<file path="src/logic/gql_limiter_regs.vh">
// constants for the group qos resource limiter
// assumes inclusion by the limiter and its per-engine dispatch gate
`ifndef GQL_LIMITER_REGS_VH
`define GQL_LIMITER_REGS_VH

// structure
`define GQL_NUM_GROUPS 4
`define GQL_NUM_ENGINES 4
`define GQL_GRP_W 2
`define GQL_RB_W 8
`define GQL_INP_W 4
`define GQL_FRAC_W 4
`define GQL_BW_WIN 8'd16

// capability values
`define GQL_TOTAL_READ_BUFFERS 8'h4A
`define GQL_MAX_WORK_INP 4'h8
`define GQL_MAX_BATCH_INP 4'h4
`define GQL_CAP_INP_LIMIT 1'b1
`define GQL_CAP_BW_LIMIT 1'b1
`define GQL_CAP_GLOBAL_RB 1'b1

// group capability word fields
`define GQL_GCAP_TOTAL_LSB 0
`define GQL_GCAP_INP_BIT 8
`define GQL_GCAP_BW_BIT 9
`define GQL_GCAP_GLB_BIT 10

// engine capability word fields
`define GQL_ECAP_WORK_LSB 0
`define GQL_ECAP_BATCH_LSB 4

// reset values
`define GQL_RST_COUNT 8'h00

`endif

</file>
<file path="src/logic/gql_engine_gate.v">
// per-engine in-progress gate: counts work and batch descriptors in flight
// assumes dispatch and completion strobes from the same clock domain
`timescale 1ns/1ns
`default_nettype none
`include "gql_limiter_regs.vh"

module gql_engine_gate (
  // clock and reset
  input wire clk_sys_in,
  input wire rst_n_in,
  // limits in force for this engine
  input wire [`GQL_INP_W-1:0] work_limit_in,
  input wire [`GQL_INP_W-1:0] batch_limit_in,
  // dispatch and completion events
  input wire work_disp_in,
  input wire batch_disp_in,
  input wire work_done_in,
  input wire batch_done_in,
  // stall status
  output wire work_full_out,
  output wire batch_full_out
);

  reg [`GQL_INP_W-1:0] work_cnt_q;
  reg [`GQL_INP_W-1:0] batch_cnt_q;

  always @(posedge clk_sys_in) begin
    if (!rst_n_in) begin
      work_cnt_q <= {`GQL_INP_W{1'b0}};
      batch_cnt_q <= {`GQL_INP_W{1'b0}};
    end else begin
      if (work_disp_in && !work_done_in)
        work_cnt_q <= work_cnt_q + 1'b1;
      else if (!work_disp_in && work_done_in && work_cnt_q != 0)
        work_cnt_q <= work_cnt_q - 1'b1;
      if (batch_disp_in && !batch_done_in)
        batch_cnt_q <= batch_cnt_q + 1'b1;
      else if (!batch_disp_in && batch_done_in && batch_cnt_q != 0)
        batch_cnt_q <= batch_cnt_q - 1'b1;
    end
  end

  // stall at the limit; completion frees a slot next cycle see RULE13
  assign work_full_out = (work_cnt_q >= work_limit_in);
  assign batch_full_out = (batch_cnt_q >= batch_limit_in);

endmodule // gql_engine_gate
`default_nettype wire

</file>
<file path="src/logic/gql_limiter.v">
// group qos resource limiter: read buffer pool, in-progress caps, bandwidth
// assumes configuration ports are held steady while engines run
//
// Overview of operation
// RULE1: fixed buffer pool, size reported in capability
// RULE2: buffers granted to engines for memory reads
// RULE3: reserved buffers usable only by owning group
// RULE4: group total never exceeds its allowed count
// RULE5: global limit restricts groups it applies to
// RULE6: software keeps reserved sum within the pool
// RULE7: software sets allowed at least four per engine
// RULE8: software keeps allowed within reserved plus unreserved
// RULE9: unreserved equals pool minus all reserved counts
// RULE10: engine capability reports work and batch maxima
// RULE11: group in-progress limits apply per engine
// RULE12: flags select limits as fraction of maximum
// RULE13: dispatch stalls at limit until a completion
// RULE14: stalled work queue fills and back-pressures software
// RULE15: global pool shared by all flagged groups
// RULE16: flagged groups still obey their allowed count
// RULE17: software sets second class for slow memory
// RULE18: software marks slow addresses per descriptor
// RULE19: bandwidth limits accepted as fraction of maximum
// RULE20: throttle engine when group usage reaches limit
// RULE21: bandwidth never exceeds implementation maximum
// RULE22: per-address flag selects one of two classes
// RULE23: blocked read request waits, never dropped
`timescale 1ns/1ns
`default_nettype none
`include "gql_limiter_regs.vh"

module gql_limiter (
  // clock and reset
  input wire clk_sys_in,
  input wire rst_n_in,
  // group configuration, packed one field per group
  input wire [`GQL_NUM_GROUPS*`GQL_RB_W-1:0] rb_reserved_in,
  input wire [`GQL_NUM_GROUPS*`GQL_RB_W-1:0] rb_allowed_in,
  input wire [`GQL_NUM_GROUPS-1:0] use_global_in,
  input wire [`GQL_NUM_GROUPS*`GQL_INP_W-1:0] work_inp_limit_in,
  input wire [`GQL_NUM_GROUPS*`GQL_INP_W-1:0] batch_inp_limit_in,
  input wire [`GQL_NUM_GROUPS*3-1:0] first_traffic_class_field_in,
  input wire [`GQL_NUM_GROUPS*3-1:0] second_traffic_class_field_in,
  // group flags: fractional modes and bandwidth limits
  input wire [`GQL_NUM_GROUPS-1:0] inp_frac_mode_in,
  input wire [`GQL_NUM_GROUPS*`GQL_FRAC_W-1:0] rd_bw_limit_in,
  input wire [`GQL_NUM_GROUPS*`GQL_FRAC_W-1:0] wr_bw_limit_in,
  // general configuration
  input wire [`GQL_RB_W-1:0] global_rb_limit_in,
  // engine to group map, two bits per engine
  input wire [`GQL_NUM_ENGINES*`GQL_GRP_W-1:0] engine_group_in,
  // read buffer requests and releases per engine
  input wire [`GQL_NUM_ENGINES-1:0] rb_req_in,
  input wire [`GQL_NUM_ENGINES-1:0] rb_rel_in,
  input wire [`GQL_NUM_ENGINES-1:0] rd_beat_in,
  input wire [`GQL_NUM_ENGINES-1:0] wr_beat_in,
  input wire [`GQL_NUM_ENGINES-1:0] tc_sel_in,
  // descriptor dispatch from the work queue arbiter
  input wire [`GQL_NUM_ENGINES-1:0] wq_work_valid_in,
  input wire [`GQL_NUM_ENGINES-1:0] wq_batch_valid_in,
  input wire [`GQL_NUM_ENGINES-1:0] work_done_in,
  input wire [`GQL_NUM_ENGINES-1:0] batch_done_in,
  // grants and dispatch acceptance
  output reg [`GQL_NUM_ENGINES-1:0] rb_grant_out,
  output reg [`GQL_NUM_ENGINES-1:0] work_dispatch_out,
  output reg [`GQL_NUM_ENGINES-1:0] batch_dispatch_out,
  output reg [`GQL_NUM_ENGINES-1:0] throttle_out,
  output reg [`GQL_NUM_ENGINES*3-1:0] traffic_class_out,
  // capability and status
  output reg [15:0] group_capability_reg_out,
  output reg [7:0] engine_capability_reg_out,
  output reg [`GQL_RB_W-1:0] unreserved_out,
  output reg [`GQL_NUM_GROUPS*`GQL_RB_W-1:0] group_in_use_out,
  output reg [`GQL_RB_W-1:0] global_in_use_out
);

  localparam NG = `GQL_NUM_GROUPS;
  localparam NE = `GQL_NUM_ENGINES;
  localparam RW = `GQL_RB_W;
  localparam IW = `GQL_INP_W;
  localparam FW = `GQL_FRAC_W;

  function [RW-1:0] fld_rb;
    input [NG*RW-1:0] v;
    input [`GQL_GRP_W-1:0] g;
    begin
      fld_rb = v[g*RW +: RW];
    end
  endfunction

  function [FW-1:0] fld_frac;
    input [NG*FW-1:0] v;
    input [`GQL_GRP_W-1:0] g;
    begin
      fld_frac = v[g*FW +: FW];
    end
  endfunction

  // beats of one group this cycle; unthrottled engines sharing a group all count
  function [2:0] grp_beats;
    input [NE-1:0] beat;
    input [NE-1:0] thr;
    input [NE*`GQL_GRP_W-1:0] map;
    input [`GQL_GRP_W-1:0] grp;
    integer n;
    begin
      grp_beats = 3'h0;
      for (n = 0; n < NE; n = n + 1)
        if (beat[n] && !thr[n] && map[n*`GQL_GRP_W +: `GQL_GRP_W] == grp)
          grp_beats = grp_beats + 1'b1;
    end
  endfunction

  // fraction of max, in sixteenths, never below one see RULE12
  function [IW-1:0] scale_limit;
    input [IW-1:0] raw;
    input [IW-1:0] maxv;
    input mode;
    reg [2*IW-1:0] prod;
    reg [IW-1:0] lim;
    begin
      prod = raw * maxv;
      lim = mode ? prod[2*IW-1:IW] : raw;
      if (lim == 0)
        lim = {{(IW-1){1'b0}}, 1'b1};
      if (lim > maxv)
        lim = maxv;
      scale_limit = lim;
    end
  endfunction

  // pool bookkeeping
  reg [RW-1:0] grp_use_q [0:NG-1];
  reg [RW-1:0] glb_use_q;
  reg [RW-1:0] rd_cnt_q [0:NG-1];
  reg [RW-1:0] wr_cnt_q [0:NG-1];
  reg [4:0] win_q;
  reg [RW-1:0] res_sum;
  reg [RW-1:0] unres;
  reg [RW-1:0] shared_use;
  reg [RW-1:0] shared_use_d;
  reg [RW-1:0] grp_use_d [0:NG-1];
  reg [RW-1:0] glb_use_d;
  reg [NE-1:0] grant_d;
  reg [NE-1:0] thr_d;
  reg [`GQL_GRP_W-1:0] g;
  reg [RW-1:0] resv;
  reg [RW-1:0] used;
  reg ok;
  reg [`GQL_GRP_W-1:0] g_b;
  integer i, e_g, e_b, i_c, e_l, e_o;

  // reserved sum and shared usage above the reservations see RULE9
  always @* begin
    res_sum = {RW{1'b0}};
    shared_use = {RW{1'b0}};
    for (i = 0; i < NG; i = i + 1) begin
      res_sum = res_sum + rb_reserved_in[i*RW +: RW];
      if (grp_use_q[i] > rb_reserved_in[i*RW +: RW])
        shared_use = shared_use + grp_use_q[i] - rb_reserved_in[i*RW +: RW];
    end
    unres = (res_sum > `GQL_TOTAL_READ_BUFFERS) ? {RW{1'b0}} :
      `GQL_TOTAL_READ_BUFFERS - res_sum;
  end

  // grant in engine order; counts updated within the loop so two
  // grants in one cycle cannot overrun a limit together
  always @* begin
    for (e_g = 0; e_g < NG; e_g = e_g + 1)
      grp_use_d[e_g] = grp_use_q[e_g];
    glb_use_d = glb_use_q;
    shared_use_d = shared_use;
    grant_d = {NE{1'b0}};
    g = {`GQL_GRP_W{1'b0}};
    resv = {RW{1'b0}};
    used = {RW{1'b0}};
    ok = 1'b0;
    // releases first, so a freed buffer is reusable in the same cycle
    for (e_g = 0; e_g < NE; e_g = e_g + 1) begin
      g = engine_group_in[e_g*`GQL_GRP_W +: `GQL_GRP_W];
      if (rb_rel_in[e_g] && grp_use_d[g] != 0) begin
        if (grp_use_d[g] > fld_rb(rb_reserved_in, g))
          shared_use_d = shared_use_d - 1'b1;
        grp_use_d[g] = grp_use_d[g] - 1'b1;
        if (use_global_in[g] && glb_use_d != 0)
          glb_use_d = glb_use_d - 1'b1;
      end
    end
    for (e_g = 0; e_g < NE; e_g = e_g + 1) begin
      g = engine_group_in[e_g*`GQL_GRP_W +: `GQL_GRP_W];
      resv = fld_rb(rb_reserved_in, g);
      used = grp_use_d[g];
      // inside its reservation, or taking from the unreserved share
      ok = (used < resv) || (shared_use_d < unres); // see RULE3
      if (used >= fld_rb(rb_allowed_in, g))
        ok = 1'b0; // see RULE4 see RULE16
      if (use_global_in[g] && glb_use_d >= global_rb_limit_in)
        ok = 1'b0; // see RULE5
      if (rb_req_in[e_g] && ok && !rb_grant_out[e_g]) begin
        grant_d[e_g] = 1'b1; // see RULE2
        if (used >= resv)
          shared_use_d = shared_use_d + 1'b1;
        grp_use_d[g] = used + 1'b1;
        if (use_global_in[g])
          glb_use_d = glb_use_d + 1'b1; // see RULE15
      end
      // refused requests stay pending at the port see RULE23
    end
  end

  // bandwidth windows: throttle once usage meets fraction of window
  always @* begin
    thr_d = {NE{1'b0}};
    for (e_b = 0; e_b < NE; e_b = e_b + 1) begin
      g_b = engine_group_in[e_b*`GQL_GRP_W +: `GQL_GRP_W];
      if (`GQL_CAP_BW_LIMIT == 1'b1) begin // see RULE19
        if (fld_frac(rd_bw_limit_in, g_b) != 0 &&
            rd_cnt_q[g_b] >= {4'h0, fld_frac(rd_bw_limit_in, g_b)})
          thr_d[e_b] = 1'b1; // see RULE20
        if (fld_frac(wr_bw_limit_in, g_b) != 0 &&
            wr_cnt_q[g_b] >= {4'h0, fld_frac(wr_bw_limit_in, g_b)})
          thr_d[e_b] = 1'b1;
      end
    end
  end

  always @(posedge clk_sys_in) begin
    if (!rst_n_in) begin
      for (i_c = 0; i_c < NG; i_c = i_c + 1) begin
        grp_use_q[i_c] <= `GQL_RST_COUNT;
        rd_cnt_q[i_c] <= `GQL_RST_COUNT;
        wr_cnt_q[i_c] <= `GQL_RST_COUNT;
      end
      glb_use_q <= `GQL_RST_COUNT;
      win_q <= 5'h00;
    end else begin
      for (i_c = 0; i_c < NG; i_c = i_c + 1)
        grp_use_q[i_c] <= grp_use_d[i_c];
      glb_use_q <= glb_use_d;
      win_q <= (win_q == `GQL_BW_WIN - 1) ? 5'h00 : win_q + 1'b1;
      // one beat per engine per cycle caps bandwidth at maximum see RULE21
      for (i_c = 0; i_c < NG; i_c = i_c + 1) begin
        if (win_q == `GQL_BW_WIN - 1) begin
          rd_cnt_q[i_c] <= `GQL_RST_COUNT;
          wr_cnt_q[i_c] <= `GQL_RST_COUNT;
        end else begin
          rd_cnt_q[i_c] <= rd_cnt_q[i_c] + grp_beats(rd_beat_in,
            throttle_out, engine_group_in, i_c[`GQL_GRP_W-1:0]);
          wr_cnt_q[i_c] <= wr_cnt_q[i_c] + grp_beats(wr_beat_in,
            throttle_out, engine_group_in, i_c[`GQL_GRP_W-1:0]);
        end
      end
    end
  end

  // per-engine limits and dispatch gates see RULE11
  wire [NE-1:0] work_full;
  wire [NE-1:0] batch_full;
  reg [NE*IW-1:0] work_lim;
  reg [NE*IW-1:0] batch_lim;

  always @* begin
    work_lim = {(NE*IW){1'b0}};
    batch_lim = {(NE*IW){1'b0}};
    for (e_l = 0; e_l < NE; e_l = e_l + 1) begin
      work_lim[e_l*IW +: IW] = scale_limit(
        work_inp_limit_in[engine_group_in[e_l*2 +: 2]*IW +: IW],
        `GQL_MAX_WORK_INP, inp_frac_mode_in[engine_group_in[e_l*2 +: 2]]);
      batch_lim[e_l*IW +: IW] = scale_limit(
        batch_inp_limit_in[engine_group_in[e_l*2 +: 2]*IW +: IW],
        `GQL_MAX_BATCH_INP, inp_frac_mode_in[engine_group_in[e_l*2 +: 2]]);
    end
  end

  genvar ge;
  generate
    for (ge = 0; ge < NE; ge = ge + 1) begin : eng
      gql_engine_gate gql_engine_gate_inst (
        .clk_sys_in(clk_sys_in),
        .rst_n_in(rst_n_in),
        .work_limit_in(work_lim[ge*IW +: IW]),
        .batch_limit_in(batch_lim[ge*IW +: IW]),
        .work_disp_in(work_dispatch_out[ge]),
        .batch_disp_in(batch_dispatch_out[ge]),
        .work_done_in(work_done_in[ge]),
        .batch_done_in(batch_done_in[ge]),
        .work_full_out(work_full[ge]),
        .batch_full_out(batch_full[ge])
      );
    end
  endgenerate

  always @(posedge clk_sys_in) begin
    if (!rst_n_in) begin
      rb_grant_out <= {NE{1'b0}};
      work_dispatch_out <= {NE{1'b0}};
      batch_dispatch_out <= {NE{1'b0}};
      throttle_out <= {NE{1'b0}};
      traffic_class_out <= {(NE*3){1'b0}};
      group_capability_reg_out <= 16'h0000;
      engine_capability_reg_out <= 8'h00;
      unreserved_out <= `GQL_RST_COUNT;
      group_in_use_out <= {(NG*RW){1'b0}};
      global_in_use_out <= `GQL_RST_COUNT;
    end else begin
      rb_grant_out <= grant_d;
      throttle_out <= thr_d;
      // a stalled dispatch leaves the descriptor in the queue, whose
      // fill back-pressures submitters see RULE14
      work_dispatch_out <= wq_work_valid_in & ~work_full &
        ~work_dispatch_out; // see RULE13
      batch_dispatch_out <= wq_batch_valid_in & ~batch_full &
        ~batch_dispatch_out;
      for (e_o = 0; e_o < NE; e_o = e_o + 1)
        traffic_class_out[e_o*3 +: 3] <= tc_sel_in[e_o] ?
          second_traffic_class_field_in[engine_group_in[e_o*2 +: 2]*3 +: 3] :
          first_traffic_class_field_in[engine_group_in[e_o*2 +: 2]*3 +: 3];
      // see RULE22
      group_capability_reg_out <= {5'h00, `GQL_CAP_GLOBAL_RB,
        `GQL_CAP_BW_LIMIT, `GQL_CAP_INP_LIMIT,
        `GQL_TOTAL_READ_BUFFERS}; // see RULE1
      engine_capability_reg_out <= (`GQL_CAP_INP_LIMIT == 1'b1) ?
        {`GQL_MAX_BATCH_INP, `GQL_MAX_WORK_INP} : 8'h00; // see RULE10
      unreserved_out <= unres;
      for (e_o = 0; e_o < NG; e_o = e_o + 1)
        group_in_use_out[e_o*RW +: RW] <= grp_use_q[e_o];
      global_in_use_out <= glb_use_q;
    end
  end

endmodule // gql_limiter
`default_nettype wire

</file>
<file path="config.mk">
export PLATFORM = sky130hd
export DESIGN_NAME = gql_limiter
export DESIGN_NICKNAME = d
export VERILOG_FILES = /design/src/logic/gql_engine_gate.v /design/src/logic/gql_limiter.v
export VERILOG_INCLUDE_DIRS = /design/src /design/src/logic
export SDC_FILE = /design/constraint.sdc
export NUM_CORES = 2
export LEC_CHECK = 0
export ABC_AREA = 1
export ABC_CLOCK_PERIOD_IN_PS = 22300
export BUFFER_PORTS_ARGS = -buffer_cell sky130_fd_sc_hd__buf_2
export CORE_ASPECT_RATIO = 0.75
export CORE_MARGIN = 2
export CORE_UTILIZATION = 27
export DETAILED_ROUTE_END_ITERATION = 8
export REMOVE_ABC_BUFFERS = 1
export SYNTH_ARGS = -nofsm -noshare
export SYNTH_HDL_FRONTEND = slang
export SYNTH_SLANG_ARGS = --single-unit
</file>
<file path="constraint.sdc">
create_clock -name clk_sys_in -period 22.3 [get_ports clk_sys_in]
set_input_delay 3.345 -clock clk_sys_in [delete_from_list [all_inputs] [get_ports clk_sys_in]]
set_output_delay 3.345 -clock clk_sys_in [all_outputs]
set_load 0.01 [all_outputs]
</file>
==> impl_metrics.env <==
export IMPL_drive_above_1_share_pct=10.4
export IMPL_synthTopCellsByArea="nand2_1 18%, ha_1 13%, dfxtp_1 8.8%"
export IMPL_cts_root_buffer="clkbuf_16"
export IMPL_start_util_pct=27.2
export IMPL_grt_max_degree=65
export IMPL_num_rows=114
export IMPL_synth_flop_cell="dfxtp_1"
export IMPL_worstHoldStart="win_q[0]"
export IMPL_wire_per_inst_um=21.2
export IMPL_syn_avg_cell_area_um2=6.24
export IMPL_reg2reg_slack_ns=3.62
export IMPL_wirelength_um=162000
export IMPL_synth_top_area_share_pct=17.9
export IMPL_first_pass_iters=8
export IMPL_grt_remaining_overflow=0
export IMPL_drv_cap=0
export IMPL_synth_edf_count=64
export IMPL_seqPwrFrac_pct=10.4
export IMPL_synth_warning_count=0
export IMPL_drtIter0Drc=5276
export IMPL_clock_path_buffers=3
export IMPL_synth_distinct_cells=72
export IMPL_syn2layout_area_growth_pct=12.1
export IMPL_end_kind="flop"
export IMPL_slew_headroom_pct=3.58
export IMPL_r2r_start="grp_use_q[0][0]"
export IMPL_grt_usage_pct=23.5
export IMPL_intPower_mw=2.35
export IMPL_whs_ns=0.451
export IMPL_num_io_pins=314
export IMPL_fmax_mhz=47.7
export IMPL_status="finished, final reports clean"
export IMPL_portBuffers=297
export IMPL_grt_pass1_wl_um=236000
export IMPL_insertion_delay_ns=0.65
export IMPL_ir_worst_vdd_v=0.000114
export IMPL_cp_arrival_ns=21.55
export IMPL_cp_start_kind="input pin"
export IMPL_critical_path_max_fanout=40
export IMPL_r2r_cells=97
export IMPL_power_density_nw_per_um2=154
export IMPL_p_sw_mw=3.67
export IMPL_min_period_ns=20.98
export IMPL_place_congestion=1.05
export IMPL_die_w_um=419
export IMPL_crit_required_ns=22.86
export IMPL_pre_cts_slack_ns=0.584
export IMPL_crit_path_max_incr_delay_ns=0.54
export IMPL_fillers=14305
export IMPL_min_period_over_period_pct=94.1
export IMPL_crit_top_cell="nand2_1"
export IMPL_cts_max_level=1
export IMPL_hpwl_um=125000
export IMPL_cts_tree="done"
export IMPL_synthArstFlopShare_pct=0
export IMPL_clkPwrFrac_pct=8.7
export IMPL_min_path_type="reg -> reg"
export IMPL_fin_nets=6482
export IMPL_vias_per_cell=5.34
export IMPL_grt_pass1_vias=36780
export IMPL_die_y_um=316
export IMPL_dieArea_um2=132000
export IMPL_cts_hold_buf=0
export IMPL_rr_endpoint="grp_use_q[1][3]"
export IMPL_finClkSkew_ns=0.0142
export IMPL_setup_ws_ns=1.32
export IMPL_tightest_slew_ns=1.45
export IMPL_syn_cell_area_um2=35000
export IMPL_route_detailed_drc=0
export IMPL_ant_nets=0
export IMPL_num_vias=40626
export IMPL_power_leakage_nw=20.3
export IMPL_switching_share_pct=60.9
export IMPL_cts_buffers=31
export IMPL_hold_path_depth=1
export IMPL_clk_pin_slew_ns=0.07
export IMPL_antenna_found_initial=23
export IMPL_finalSetupViolCount=0
export IMPL_critical_path_class="in -> reg"
export IMPL_hold_path_end="win_q[0]"
export IMPL_slew_viol_final=0
export IMPL_ys_seq_area_share_pct=14.3
export IMPL_yosysTopAreaCell="nand2_1"
export IMPL_cpMaxStageDelayCell="nor2_1"
export IMPL_fp_coreArea_um2=129000
export IMPL_synth_seq_cells=218
export IMPL_p_comb_share_pct=80.8
export IMPL_numClockSinks=218
export IMPL_synth_cells=5606
export IMPL_hold_viol=0
## flip-flops by register name (all words and copies together), names as in the netlist, 5 cells and up
signal and flops:
group_in_use_out 32, wr_cnt_q 32, grp_use_q 32, glb_use_q 8, win_q 5, unreserved_out 8
rd_cnt_q 32, eng.gql_engine_gate_inst.batch_cnt_q 16, global_in_use_out 8, traffic_class_out 12, eng.gql_engine_gate_inst.work_cnt_q 16
## logic make-up (layout without fill, tap and decap cells)
family	count (synthesis)	count (layout)	share of synthesized area (%)
buffers and inverters	1005	1183	12.4
xor gates and xnor gates	167	167	4.27
AOI/OAI and AO/OA	1090	1090	19.5
DFF	218	218	14.3
muxes	10	10	0.294
adders and majority gates	426	426	16.4
and+or+nand+nor	2688	2688	32.7
other	2	91	0.0215
## synthesized netlist by cell type (all sizes together) (37+ instances only)
master / number
a21oi: 289
a221oi: 48
a22oi: 92
buf: 140
clkbuf: 105
dfxtp: 154
edfxtp: 64
fa: 52
ha: 374
inv: 743
nand2: 1708
nand3: 406
nand4: 68
nor2: 407
o21a: 37
o21ai: 307
o221ai: 96
o22ai: 94
xnor2: 51
xor2: 116
## layer usage
metal  global-route usage (%)  share of wire [%]  wire length (um)  up-vias
met5                        0              0.098               158        -
met2                     32.3                 38             61400     2472
met3                     7.51                 14             22800      383
li1                         -                  -                 -    19078
met1                     34.6                 45             72500    18669
met4                     6.20                3.0              4830       24
## power groups by stage
stage	Sequential (mW)	Combinational, mW	Clock, mW
finish	0.628	4.87	0.526
global route	0.636	5.46	0.559
CTS	0.624	4.68	0.550
detailed placement	0.631	4.64	0
global placement	0.633	4.59	0
floorplan	0.588	3.28	0
## cell type report
cell class	count	area (um2)	area share [%]
Inverter	755	2840	7.24
Clock buffer	38	845	2.16
Antenna cell	7	17.5	0.0447
Clock inverter	19	176	0.450
Multi-Input combinational cell	4465	26100	66.5
Timing Repair Buffer	371	2060	5.26
Sequential cell	218	5000	12.8
Tap cell	1740	2180	5.56
## worst max path at each step
stage	startpoint	endpoint	slack, ns	cells past startpoint
global placement	rb_reserved_in[0]	grp_use_q[3][4]	0.87	101
detailed placement	rb_reserved_in[0]	glb_use_q[5]	0.58	101
CTS	rb_reserved_in[0]	glb_use_q[5]	1.24	101
floorplan	engine_group_in[0]	glb_use_q[0]	1.31	105
global route	rb_reserved_in[0]	grp_use_q[1][1]	-0.03	104
finish	engine_group_in[0]	grp_use_q[1][3]	1.32	101
## cells in the final DEF, fill, tap and decap left out, drive strengths merged, types with 20 or more instances in the layout
cell type  instances
o221ai            96
and2              28
nand3            406
clkinv            20
ha               374
xor2             116
o21a              37
a22oi             92
a221oi            48
conb              84
nand2           1708
a21boi            21
dfxtp            154
o22ai             94
nand4             68
buf              371
o21ai            307
inv              750
o211ai            20
a21oi            289
edfxtp            64
xnor2             51
fa                52
or2               23
nor2             407
clkbuf            38
a211oi            31
## per-stage QoR
step / std cells / setup TNS [ns] / power (mW) / util, % / instance area (um2)
2_1_floorplan: 5438 / 0 / 3.87 / - / 33800
5_1_grt: 7608 / -0.0582 / 6.65 / 30.4 / 39200
3_5_place_dp: 7548 / 0 / 5.28 / 29.6 / 38000
3_3_place_gp: 7548 / 0 / 5.22 / 29.6 / 38000
6_report: 7613 / 0 / 6.02 / 30.4 / 39200
4_1_cts: 7605 / 0 / 5.85 / 30.4 / 39100
## what timing repair did
action,CTS,global route
setup buffers,0,1
gates resized for setup,0,22
endpoints found under the setup margin,0,41
## worst max-delay path: cells and delay by family
kind            cells  cell delay (ns)
simple gates       53             8.08
compound gates     26             4.28
buf+inv            13             2.97
fa+ha+maj           7             2.05
xor+xnor            2             0.70
No activity file was read; power rests on OpenSTA's default activity.
